===== config.mk =====
export PLATFORM = sky130hd
export DESIGN_NAME = ocd_divider
export DESIGN_NICKNAME = d
export VERILOG_FILES = /design/src/ocd_pkg.sv /design/src/ocd_sync.sv /design/src/ocd_divider.sv
export SDC_FILE = /design/constraint.sdc
export NUM_CORES = 1
export LEC_CHECK = 0
export BUFFER_PORTS_ARGS = -buffer_cell sky130_fd_sc_hd__buf_4
export CAP_MARGIN = 20
export CORE_AREA = 2 2 44 46
export DETAILED_ROUTE_END_ITERATION = 10
export DIE_AREA = 0 0 46 48
export PLACE_DENSITY = 0.39
export SLEW_MARGIN = 0
export SYNTH_ARGS = -nofsm -noshare
export SYNTH_HDL_FRONTEND = slang
export SYNTH_SLANG_ARGS = --single-unit

===== constraint.sdc =====
create_clock -name clk -period 3.4 [get_ports clk]
set_input_delay 0.51 -clock clk [delete_from_list [all_inputs] [get_ports clk]]
set_output_delay 0.51 -clock clk [all_outputs]
set_load 0.02 [all_outputs]

===== src/ocd_pkg.sv =====
// constants shared by the odd-ratio clock divider
package ocd_pkg;
   localparam int          CNT_W        = 3;
   localparam logic [2:0]  DIV_LOW      = 3'h3;
   localparam logic [2:0]  DIV_HIGH     = 3'h5;
   localparam logic        SEL_RESET    = 1'b1;
   localparam logic        GATE_RESET   = 1'b1;
   localparam logic        PHASE_RESET  = 1'b0;
   localparam logic [2:0]  CNT_RESET    = 3'h4;
   localparam int          SYNC_STAGES  = 2;
endpackage : ocd_pkg


===== src/ocd_sync.sv =====
// two-flop synchroniser for one level input
module ocd_sync #(
   parameter logic RESET_VALUE = 1'b1
) (
   input  wire logic clk,     // divider input clock
   input  wire logic rst,     // async clear, active high
   input  wire logic din,     // asynchronous level
   output logic      dout     // synchronised level
);
   logic meta;

   // reset value stands in for the pin pull-up
   always_ff @(posedge clk or posedge rst) begin
      if (rst) begin
         meta <= RESET_VALUE;
         dout <= RESET_VALUE;
      end else begin
         meta <= din;
         dout <= meta;
      end
   end
endmodule : ocd_sync


===== src/ocd_divider.sv =====
// divide-by-three or divide-by-five clock divider with gate and clear
module ocd_divider
   import ocd_pkg::*;
(
   input  wire logic clk,                 // input clock, both edges used
   input  wire logic rst,                 // async reset, active high
   input  wire logic force_idle_clear_n,  // async clear pin, active low
   input  wire logic out_gate,            // output enable pin, high runs
   input  wire logic ratio_sel,           // low divide by 3, high by 5
   output logic      clk_out,             // divided clock, true
   output logic      clk_out_n            // divided clock, complement
);
   import ocd_pkg::*;

   logic             gate_s;
   logic             ratio_s;
   logic             ratio_r;
   logic [CNT_W-1:0] cnt;
   logic             rise_ph;
   logic             fall_ph;

   wire              clear_any = rst | ~force_idle_clear_n;

   function automatic logic [CNT_W-1:0] period_of(input logic sel);
      period_of = sel ? DIV_HIGH : DIV_LOW;
   endfunction : period_of

   // high phase of the rising-edge copy: (ratio + 1) / 2 cycles
   function automatic logic [CNT_W-1:0] high_len(input logic sel);
      logic [CNT_W-1:0] p;
      p        = period_of(sel);
      high_len = (p >> 1) + 3'h1;
   endfunction : high_len

   ocd_sync #(
      .RESET_VALUE (GATE_RESET)
   ) u_gate_sync (
      .clk  (clk),
      .rst  (clear_any),
      .din  (out_gate),
      .dout (gate_s)
   );

   ocd_sync #(
      .RESET_VALUE (SEL_RESET)
   ) u_sel_sync (
      .clk  (clk),
      .rst  (clear_any),
      .din  (ratio_sel),
      .dout (ratio_s)
   );

   wire [CNT_W-1:0] last_cnt   = period_of(ratio_r) - 3'h1;
   wire             wrap       = (cnt == last_cnt);
   // ratio switches only at a period boundary or while gated off, so no runt cycle appears
   wire             next_ratio = (wrap || !gate_s) ? ratio_s : ratio_r;
   wire [CNT_W-1:0] next_last  = period_of(next_ratio) - 3'h1;
   // gate off parks the counter on the last count, phase low
   wire [CNT_W-1:0] next_cnt   = !gate_s ? next_last :
                                 (wrap ? 3'h0 : cnt + 3'h1);
   wire             next_rise  = (next_cnt < high_len(next_ratio));

   always_ff @(posedge clk or posedge clear_any) begin
      if (clear_any) begin
         ratio_r <= SEL_RESET;
         cnt     <= CNT_RESET;
         rise_ph <= PHASE_RESET;
      end else begin
         ratio_r <= next_ratio;
         cnt     <= next_cnt;
         rise_ph <= next_rise;
      end
   end

   // half-cycle delayed copy; and-ing trims the odd half cycle
   always_ff @(negedge clk or posedge clear_any) begin
      if (clear_any) begin
         fall_ph <= PHASE_RESET;
      end else begin
         fall_ph <= rise_ph;
      end
   end

   // both phase flops clear asynchronously, so clear acts with no edge
   assign clk_out   = rise_ph & fall_ph;
   assign clk_out_n = ~clk_out;

   a_out_compl: assert property (
      @(posedge clk) clk_out_n == !clk_out
   ) else $error("complement output is not the inverse");

   a_out_compl_fall: assert property (
      @(negedge clk) disable iff (clear_any)
      ($past(clk_out_n) == !$past(clk_out)) && (clk_out_n != clk_out)
   ) else $error("complement output mismatch at falling edge");

   a_clear_idle: assert property (
      @(posedge clk) !force_idle_clear_n |-> !clk_out && clk_out_n
   ) else $error("clear did not force idle outputs");

   a_default_high: assert property (
      @(posedge clk) $fell(clear_any) |-> gate_s && ratio_s && ratio_r
   ) else $error("controls do not default to enabled divide by five");

   a_gate_hold: assert property (
      @(posedge clk) disable iff (clear_any)
      (!gate_s && $past(!gate_s)) |-> !clk_out && clk_out_n && !rise_ph
   ) else $error("gated-off output not idle");

   a_gate_latency: assert property (
      @(posedge clk) disable iff (clear_any)
      !gate_s |=> !clk_out
   ) else $error("gate off not seen after rising and falling edge");

   a_gate_start: assert property (
      @(posedge clk) disable iff (clear_any)
      ($rose(gate_s) && $past(!gate_s, 2)) |-> !clk_out ##1 clk_out
   ) else $error("output not started one rise and fall after gate");

   a_half_shift: assert property (
      @(posedge clk) disable iff (clear_any)
      $past(!clear_any) |-> (fall_ph == rise_ph)
   ) else $error("falling-edge phase not half a cycle behind");

   a_div3_shape: assert property (
      @(posedge clk) disable iff (clear_any)
      (gate_s && !ratio_r && $rose(rise_ph)) ##1 gate_s [*2]
      |-> ($past(rise_ph) && !rise_ph) ##1 rise_ph
   ) else $error("divide by three waveform wrong");

   a_div5_shape: assert property (
      @(posedge clk) disable iff (clear_any)
      (gate_s && ratio_r && $rose(rise_ph)) ##1 gate_s [*4]
      |-> ($past(rise_ph, 3) && $past(rise_ph, 2) && !$past(rise_ph)
           && !rise_ph) ##1 rise_ph
   ) else $error("divide by five waveform wrong");

   a_sel_taken: assert property (
      @(posedge clk) disable iff (clear_any)
      (wrap && gate_s) |=> ratio_r == $past(ratio_s)
   ) else $error("ratio select not taken at period boundary");

   // counter and sync checks; sampled signal values only, no helper state
   a_cnt_range: assert property (
      @(posedge clk) disable iff (clear_any)
      cnt <= last_cnt
   ) else $error("counter beyond last count of period");

   a_park_last: assert property (
      @(posedge clk) disable iff (clear_any)
      !gate_s
      |=> (cnt == last_cnt) && !rise_ph
   ) else $error("gated counter not parked on last count");

   // pins are async, so the two flops stretch the gate latency
   a_gate_sync: assert property (
      @(posedge clk) disable iff (clear_any)
      $past(!clear_any) && $past(!clear_any, 2)
      |-> gate_s == $past(out_gate, 2)
   ) else $error("gate pin not seen after two flops");

   a_sel_sync: assert property (
      @(posedge clk) disable iff (clear_any)
      $past(!clear_any) && $past(!clear_any, 2)
      |-> ratio_s == $past(ratio_sel, 2)
   ) else $error("ratio pin not seen after two flops");

   a_ratio_hold: assert property (
      @(posedge clk) disable iff (clear_any)
      gate_s && !wrap
      |=> $stable(ratio_r)
   ) else $error("ratio changed inside a period");

   a_wrap_zero: assert property (
      @(posedge clk) disable iff (clear_any)
      gate_s && wrap
      |=> (cnt == '0) && rise_ph
   ) else $error("period did not restart after last count");

   a_rise_start: assert property (
      @(posedge clk) disable iff (clear_any)
      $rose(rise_ph)
      |-> cnt == '0
   ) else $error("high phase began away from count zero");

   a_rise_end: assert property (
      @(posedge clk) disable iff (clear_any)
      $past(gate_s) && $fell(rise_ph)
      |-> cnt == high_len(ratio_r)
   ) else $error("high phase length wrong for ratio");

   a_reset_idle: assert property (
      @(posedge clk)
      clear_any
      |-> !clk_out && clk_out_n
   ) else $error("outputs not idle during clear or reset");

   a_start_default: assert property (
      @(posedge clk) disable iff (clear_any)
      $fell(clear_any)
      |-> !rise_ph ##1 rise_ph
   ) else $error("output did not start after clear release");

   a_fall_follow: assert property (
      @(negedge clk) disable iff (clear_any)
      $past(!clear_any)
      |-> fall_ph == $past(rise_ph)
   ) else $error("falling-edge copy not one half cycle late");

   a_gated_fall: assert property (
      @(negedge clk) disable iff (clear_any)
      $past(!gate_s) && $past(!gate_s, 2)
      |-> !fall_ph && !clk_out && clk_out_n
   ) else $error("falling-edge phase active while gated");
endmodule : ocd_divider


# [Yosys cells after proc, flatten, opt, wreduce, memory -nomap -nowiden]
# Cells that the tools add are included.
[word_totals] ff_bits=10 output_inout_bits=2 word_cells=25
[classes] add_sub_neg=4 n_lt_le_gt_ge=1 n_eq_ne=1 muxes=5 bitwise_logic=4 reduce_logical=2
[ops] op="$mux W3" count=4
[ops] op="$sub A3 B1 Y3 const B" count=2
[ops] op="$add A2 B1 Y3 const B" count=1
[ops] op="$add A3 B1 Y3 const B" count=1
[ops] op="$eq A3 B3 Y1" count=1
[ops] op="$lt A3 B3 Y1" count=1
[ops] op="$not A1 Y1" count=2
[ops] op="$and A1 B1 Y1" count=1
[ops] op="$logic_not A1 Y1" count=1
[ops] op="$logic_or A1 B1 Y1" count=1
[ops] op="$mux W1" count=1
[ops] op="$or A1 B1 Y1" count=1

# [Longest topological paths before layout]
# Gate-level depths: netlist (run 1).
[depth] ltp_word=9 mapped_depth=4 depth_no_buf=4

# [Cells and area by module]
# Synthesis (run 1) repeated with hierarchy kept, for this count alone.
[hier_totals] hier_cells=38 area_unflattened_um2=419.2
[modules_own_cells] mod="ocd_divider" instances=1 cells_per_inst=32 area_per_inst_um2=306.5
[modules_own_cells] mod="ocd_sync" instances=2 cells_per_inst=3 area_per_inst_um2=56.3

==> results of run 1 <==
-- layout make-up --
type                       instances  area [µm²]
clock buffer                       4        36.3
fill                             193        1170
inverter                           2        7.51
multi-input combinational         22         146
sequential                        10         258
tap                               17        21.3
timing repair buffer               7        52.6
-- flip-flops by register name (all words and copies together) (netlist names) --
signal            cells
fall_ph               1
u_gate_sync.meta      1
u_sel_sync.dout       1
cnt                   3
rise_ph               1
u_gate_sync.dout      1
u_sel_sync.meta       1
ratio_r               1
-- power by group through the flow --
stage / clock (µW) / sequential, µW / combinational [µW]
floorplan: 0 / 161 / 52.0
global placement: 0 / 167 / 66.4
detailed placement: 0 / 168 / 66.0
CTS: 112 / 166 / 66.6
global route: 117 / 169 / 73.7
finish: 105 / 165 / 65.4
-- metal layers --
| layer | track usage, % | wire length [µm] |
|---|---|---|
| met3 | 1.13 | 28 |
| met5 | 0 | 0 |
| met2 | 11.4 | 290 |
| met4 | 10.3 | 12 |
| met1 | 8.10 | 282 |
-- through the flow --
stage | util (%) | cell area [µm²]
after global routing | 30.9 | 522
after global placement | 28.7 | 485
after detailed placement | 28.7 | 485
final | 30.9 | 522
after floorplan | - | 415
after CTS | 30.9 | 522
-- cells by family after synthesis --
family / after synthesis / synth area share [%]
simple gates: 12 / 15.4
xor+xnor: 1 / 2.11
compound gates: 8 / 14.8
fa+ha+maj: 1 / 3.01
flops: 10 / 62.0
buf+inv: 3 / 2.71
-- Yosys cell counts, drive strengths merged, types with 2 or more instances --
master	n
a21oi	3
dfrtp	3
dfstp	6
inv	2
nand2	6
nand3b	2
o22ai	2
-- worst min path at each step --
stage	slack, ps	to	startpoint	depth (start not counted)
floorplan	350	u_gate_sync.dout$_DFF_PP1_	u_gate_sync.meta$_DFF_PP1_	0
finish	270	rise_ph$_DFF_PP0_	force_idle_clear_n	3
detailed placement	350	u_sel_sync.dout$_DFF_PP1_	u_sel_sync.meta$_DFF_PP1_	0
global placement	350	u_sel_sync.dout$_DFF_PP1_	u_sel_sync.meta$_DFF_PP1_	0
CTS	260	rise_ph$_DFF_PP0_	force_idle_clear_n	3
global route	330	rise_ph$_DFF_PP0_	force_idle_clear_n	3
-- worst min-delay path, cell delays in order --
cell and delay [ps]:
buf_4 70, nor2b_1 110, buf_4 190
-- cells in the final DEF, fill, tap and decap left out --
master and instances:
nand2_1 6, clkbuf_8 1, nor2_1 1, nor2b_1 1, a211o_2 1, nand3b_1 2
dfrtp_1 3, dfrtn_1 1, inv_1 2, xor2_1 1, nor3b_1 1, o21a_1 1
o21ai_0 1, a21oi_1 2, dfstp_2 6, clkbuf_4 3, buf_4 7, ha_1 1
or3b_1 1, a21oi_4 1, o22ai_1 2
==> metrics.yaml, run 1 <==
critPathSlowestCell: "dfrtn_1"
dp_hpwl_um: 462
p_clk_share_pct: 31.2
port_buffers: 6
layout_setup_ws_ps: 297
cts_buffer_depth: 2
synth_seq_area_share_pct: 62.0
whs_ps: 275
cp_num_buf_inv: 2
yosysTopAreaCellShare_pct: 38.0
io_pins: 7
fin_tns_setup_ps: 0
fp.dieArea_mm2: 0.00221
slew_violations: 0
fp-row-count: 15
ys_types: 19
ctsResizeCount: 0
synthArstFlopShare_pct: 100
worstMarginPinSlew_ps: 236
yosys_warnings: 0
reg2reg_slack_ps: 1170
crit_fanout: 2
regToRegEndpoint: "fall_ph$_DFF_NP0_"
track_usage_pct: 7.63
grt_first_pass_wirelength_mm: 1.09
initial_core_util_pct: 24.6
grt_pass1_vias: 282
max-cap-violations: 0
ir_drop_uv: 226
crit_end: "clk_out"
cp.depth: 3
worstPathRequired_ps: 2890
p_leak_uw: 0.000238
final_hold_viol_count: 0
gp_congestion: 0.648
clk_latency_ps: 270
antenna_left: 0
detail_route.wirelength_um: 613
dp.cells: 58
fin_nets: 52
wl_per_cell_um: 9.89
netlist_area_um2: 415
die_h_um: 48
viasPerCell: 4.40
power_frac_seq_pct: 49.3
end_kind: "output port"
setup_viol: 0
dieWidth_um: 46
post_cts_buffers: 0
vias: 273
switching_share_pct: 27.0
overflow: 0
first_pass_iters: 4
crit_start: "fall_ph$_DFF_NP0_"
drive_gt1_share_pct: 42.2
startpoint_type: "register"
numCtsBuffers: 3
p_sw_uw: 90.5
dp_slack_ps: 581
critPathTopFamily: "flip-flops"
share_comb_of_total_power_pct: 19.5
synth_top_cell_by_area: "dfstp_2"
critPathKind: "reg -> out"
cts_htree_levels: 1
syn_avg_cell_area_um2: 11.9
max_stage_delay_ps: 380
syn_to_final_growth_pct: 25.6
rsz0062_at_grt: "no"
synth_seq_cells: 10
crit_chain: "nand2_1, inv_1, buf_4"
hold_buffers: 0
clkSlewWorstSetupHoldPaths_ps: 60
drc: 0
stdcell_count: 62
cts_root_buffer: "clkbuf_4"
syn_nets: 41
ff2ff_path_depth: 0
cp.arrival_ps: 2590
ys.flop_type: "dfstp_2"
cts_num_sinks: 10
grt_max_degree: 11
antenna_cells: 0
slew_headroom_pct: 84.3
antenna_found_initial: 0
power_uw: 336
p_int_uw: 245
synth_cells: 35
status: "finished clean"
power_density_mw_per_mm2: 644
finalClockSkew_ps: 8.00
synth_edf_count: 0
hold_class: "in -> async"
r2r-start: "rise_ph$_DFF_PP0_"
drt-initial-drc-count: 3
synthTopCellsByArea: "dfstp_2 (38%), dfrtp_1 (18%), dfrtn_1 (6.0%)"
coreArea_mm2: 0.00169
cts_tree: "built"
No activity file was read; power rests on OpenSTA's default activity.
==> run 2: changes to the inputs <==
- BUFFER_PORTS_ARGS: -buffer_cell sky130_fd_sc_hd__buf_4 -> default
- DONT_BUFFER_PORTS: default -> 1
- PLACE_DENSITY: 0.39 -> 0.35
==> run 2 against run 1 <==
Via count decreased by 5.5%. Final cell count decreased by 9.7%. Non-clock buffer count decreased by 6. Clock-buffer cell count unchanged. Clock skew increased by 0.93 ps. Combinational power decreased by 11%. Core utilization decreased by 2.7 points. Register-to-register slack about the same. Final area decreased by 8.6%. First-iteration DRC count decreased by 33%. Power decreased by 3.0%. Critical endpoint unchanged.
==> metrics.yaml, run 2 (synthesized netlist as in run 1, its figures left out) <==
status: "finished clean"
rsz0062_at_grt: "no"
drive_gt1_share_pct: 33.3  # -8.9 points
final_hold_viol_count: 0  # unchanged
clkSlewWorstSetupHoldPaths_ps: 60  # about the same
antenna_cells: 0  # unchanged
p_leak_uw: 0.000210  # -12%
whs_ps: 196  # -79.0 ps
end_kind: "output port"
ctsResizeCount: 0  # unchanged
ff2ff_path_depth: 0  # unchanged
cts_num_sinks: 10  # unchanged
coreArea_mm2: 0.00169  # unchanged
grt_first_pass_wirelength_mm: 1.08  # -1.3%
post_cts_buffers: 0  # unchanged
grt_pass1_vias: 261  # -7.4%
cp.arrival_ps: 2720  # +130 ps
dp_hpwl_um: 452  # -2.2%
reg2reg_slack_ps: 1170  # about the same
drc: 0  # unchanged
worstMarginPinSlew_ps: 251  # +15.1 ps
antenna_found_initial: 0  # unchanged
initial_core_util_pct: 24.6  # unchanged
overflow: 0  # unchanged
regToRegEndpoint: "fall_ph$_DFF_NP0_"
final_cell_mix: "nand2_1 (6), dfstp_2 (6), clkbuf_4 (3), dfrtp_1 (3)"
slew_violations: 0  # unchanged
slew_headroom_pct: 83.3  # -1.0 points
antenna_left: 0  # unchanged
gp_congestion: 0.677  # +4.4%
crit_start: "fall_ph$_DFF_NP0_"
power_density_mw_per_mm2: 683  # +6.2%
cts_buffer_depth: 2  # unchanged
fp.dieArea_mm2: 0.00221  # unchanged
detail_route.wirelength_um: 582  # -5.1%
wl_per_cell_um: 10.4  # +5.1%
grt_max_degree: 11  # unchanged
vias: 258  # -5.5%
hold_buffers: 0  # unchanged
finalClockSkew_ps: 8.94  # +0.934 ps
cts_root_buffer: "clkbuf_4"
dieWidth_um: 46  # unchanged
ir_drop_uv: 260  # +15%
first_pass_iters: 2  # -2
hold_class: "in -> async"
crit_end: "clk_out"
clk_latency_ps: 260  # about the same
largest_reg_flops: 3  # unchanged
fin_nets: 46  # -12%
viasPerCell: 4.61  # +4.6%
drt-initial-drc-count: 2  # -1
startpoint_type: "register"
setup_viol: 0  # unchanged
crit_fanout: 2  # unchanged
fp-row-count: 15  # unchanged
syn_to_final_growth_pct: 14.8
track_usage_pct: 7.55  # -0.073 points
io_pins: 7  # unchanged
cts_tree: "built"
fin_tns_setup_ps: 0  # unchanged
port_buffers: 0  # -6
numCtsBuffers: 3  # unchanged
cts_htree_levels: 1  # unchanged
r2r-start: "rise_ph$_DFF_PP0_"
die_h_um: 48  # unchanged
worstPathRequired_ps: 2890  # about the same
n_fill_cell: 180  # -6.7%
regMostFlops: "cnt"
critPathKind: "reg -> out"
max-cap-violations: 0  # unchanged
[run 2: routing by layer]
layer  GRT usage, %  part of all wire [%]  vias up
met2           10.8                    49        7
met4           10.3                   1.5        0
met3           1.13                   5.0        2
met1           8.35                    44      122
met5              0                     0        -
li1               -                     -      127
[run 2: critical path: stages, from the launching register on]
cell     delay, ps
dfrtn_1        400
nand2_1        150
inv_1          200
[run 2: where the power goes]
group,total (µW),switching (µW),internal (µW)
Sequential,166,20.2,146
Combinational,58.0,30.9,27.1
Clock,101,36.4,64.8
Total,326,87.6,238
[run 2: stage by stage]
step	area [µm²]	cells	worst slack (ps)	utilization, %	total power (µW)
detailed placement	440	52	460	26.1	226
floorplan	415	35	491	-	213
global route	477	56	110	28.2	350
CTS	477	56	158	28.2	332
finish	477	56	173	28.2	326
global placement	440	52	457	26.1	226
[run 2: how the worst min path moves through the flow]
stage,to,slack [ps],cells past startpoint
2_1_floorplan,u_gate_sync.dout$_DFF_PP1_,350,0
4_1_cts,rise_ph$_DFF_PP0_,200,2
6_report,rise_ph$_DFF_PP0_,200,2
3_5_place_dp,u_gate_sync.dout$_DFF_PP1_,350,0
3_3_place_gp,u_sel_sync.dout$_DFF_PP1_,350,0
5_1_grt,rise_ph$_DFF_PP0_,200,2
[run 2: final cells by class]
type,instances,area [µm²],share of cell area [%]
well taps,17,21.3,4.46
repair buffers,1,7.51,1.57
clock buffers,4,36.3,7.61
inverters,2,7.51,1.57
multi-input cells,22,146,30.7
flip-flops and latches,10,258,54.1
==> run 3: changes to the inputs <==
- SETUP_SLACK_MARGIN: default -> 0.4
==> run 3 against run 2 <==
Via count is 1.2% lower. Final area is 2.1% higher. Sequential share of layout area is 1.1 points lower. Highest routed layer unchanged. Clock-buffer cell count stayed put. Sequential power is 3% higher.
==> metrics.yaml, run 3 (synthesized netlist as in run 1, its figures left out) <==
status: "finished clean"
stdcell_count: 56  # unchanged
slew_violations: 0  # unchanged
power_frac_seq_pct: 51.4  # +0.3 points
drive_gt1_share_pct: 38.5  # +5.1 points
largest_reg_flops: 3  # unchanged
max-cap-violations: 0  # unchanged
p_int_uw: 240  # +0.73%
wl_per_cell_um: 10.6  # +1.7%
dp_hpwl_um: 452  # unchanged
drt-initial-drc-count: 0  # -2
overflow: 0  # unchanged
p_clk_share_pct: 30.3  # -0.8 points
worstMarginPinSlew_ps: 254  # +2.57 ps
clk_latency_ps: 260  # about the same
io_pins: 7  # unchanged
crit_chain: "nand2_4, inv_4"
hold_class: "in -> async"
coreArea_mm2: 0.00169  # unchanged
rsz0062_at_grt: "yes"
track_usage_pct: 7.55  # unchanged
final_cell_mix: "dfstp_2 (6), nand2_1 (5), clkbuf_4 (3), dfrtp_1 (3)"
fp-row-count: 15  # unchanged
dp.cells: 52  # unchanged
cp.arrival_ps: 2580  # -140 ps
power_density_mw_per_mm2: 682  # -0.16%
viasPerCell: 4.55  # -1.2%
cts_htree_levels: 1  # unchanged
first_pass_iters: 1  # -1
regMostFlops: "cnt"
cts_num_sinks: 10  # unchanged
setup_viol: 0  # unchanged
worstPathRequired_ps: 2890  # about the same
regToRegEndpoint: "fall_ph$_DFF_NP0_"
critPathSlowestCell: "dfrtn_1"
grt_max_degree: 11  # unchanged
crit_fanout: 2  # unchanged
fin_nets: 46  # unchanged
fp.dieArea_mm2: 0.00221  # unchanged
grt_first_pass_wirelength_mm: 1.08  # unchanged
final_hold_viol_count: 0  # unchanged
grt_pass1_vias: 261  # unchanged
ff2ff_path_depth: 0  # unchanged
post_cts_buffers: 0  # unchanged
cts_buffer_depth: 2  # unchanged
antenna_cells: 0  # unchanged
fin_tns_setup_ps: 0  # unchanged
gp_congestion: 0.677  # unchanged
critPathKind: "reg -> out"
p_leak_uw: 0.000217  # +3.6%
antenna_left: 0  # unchanged
p_sw_uw: 92.1  # +5.2%
clkSlewWorstSetupHoldPaths_ps: 60  # about the same
startpoint_type: "register"
finish.instance_area_um2: 487  # +2.1%
drc: 0  # unchanged
postPlaceCellArea_um2: 440  # unchanged
syn_to_final_growth_pct: 17.2
vias: 255  # -1.2%
cts_root_buffer: "clkbuf_4"
finalClockSkew_ps: 8.91  # -0.0322 ps
reg2reg_slack_ps: 1130  # -40 ps
slew_headroom_pct: 83.1  # -0.17 points
max_stage_delay_ps: 440  # +40 ps
detail_route.wirelength_um: 592  # +1.7%
numCtsBuffers: 3  # unchanged
port_buffers: 0  # unchanged
ir_drop_uv: 254  # -1.9%
cts_tree: "built"
n_fill_cell: 180  # unchanged
antenna_found_initial: 0  # unchanged
layout.cells.most_common: "dfstp_2"
end_kind: "output port"
dieWidth_um: 46  # unchanged
switching_share_pct: 27.8  # +0.86 points
share_comb_of_total_power_pct: 18.3  # +0.5 points
die_h_um: 48  # unchanged
initial_core_util_pct: 24.6  # unchanged
r2r-start: "rise_ph$_DFF_PP0_"
==> run 3: cell count changes in the layout (fill, tap and decap cells not counted) <==
cell,change
nand2_4,+1
inv_1,-1
nand2_1,-1
inv_4,+1
==> run 3: worst max path at each step <==
stage	to	startpoint
3_3_place_gp	clk_out	fall_ph$_DFF_NP0_
2_1_floorplan	clk_out	fall_ph$_DFF_NP0_
3_5_place_dp	clk_out	fall_ph$_DFF_NP0_
5_1_grt	clk_out	fall_ph$_DFF_NP0_
4_1_cts	clk_out	fall_ph$_DFF_NP0_
6_report	clk_out	fall_ph$_DFF_NP0_
==> run 3: power by group through the flow <==
stage / logic, µW / registers, µW / clock network, µW
after floorplan: 52.0 / 161 / 0
after global placement: 58.6 / 168 / 0
after detailed placement: 58.3 / 168 / 0
after CTS: 61.6 / 170 / 107
after global routing: 68.1 / 174 / 115
final: 60.8 / 171 / 101
==> run 3: critical path, delay by kind of cell, from the launching register on <==
kind / cells / cell delay (ps)
flops: 1 / 440
simple gates: 1 / 100
buf+inv: 1 / 90
==> run 3: repair_timing <==
action / 4_1_cts / 5_1_grt
resized for setup: 4 / 0
pin swaps: 0 / 0
endpoints found under the setup margin: 2 / 2
hold buffers: 0 / 0
==> run 3: area by class of cell <==
type | instances | area (µm²) | share of cell area [%]
sequential | 10 | 258 | 53.0
multi-input combinational | 22 | 154 | 31.6
clock buffer | 4 | 36.3 | 7.46
tap | 17 | 21.3 | 4.37
inverter | 2 | 10.0 | 2.06
timing repair buffer | 1 | 7.51 | 1.54
==> run 3: routing by layer <==
metal | part of all wire [%] | global-route usage, %
met1 | 42 | 8.35
met2 | 51 | 10.8
met3 | 5.7 | 1.13
met4 | 1.4 | 10.3
met5 | 0 | 0
==> run 3: per-stage QoR <==
step           power [µW]  hold slack, ps  util [%]  worst slack (ps)
6_report              332             196      28.8               307
5_1_grt               357             204      28.8               256
4_1_cts               339             197      28.8               298
3_5_place_dp          226             347      26.1               460
3_3_place_gp          226             349      26.1               457
2_1_floorplan         213             345         -               491
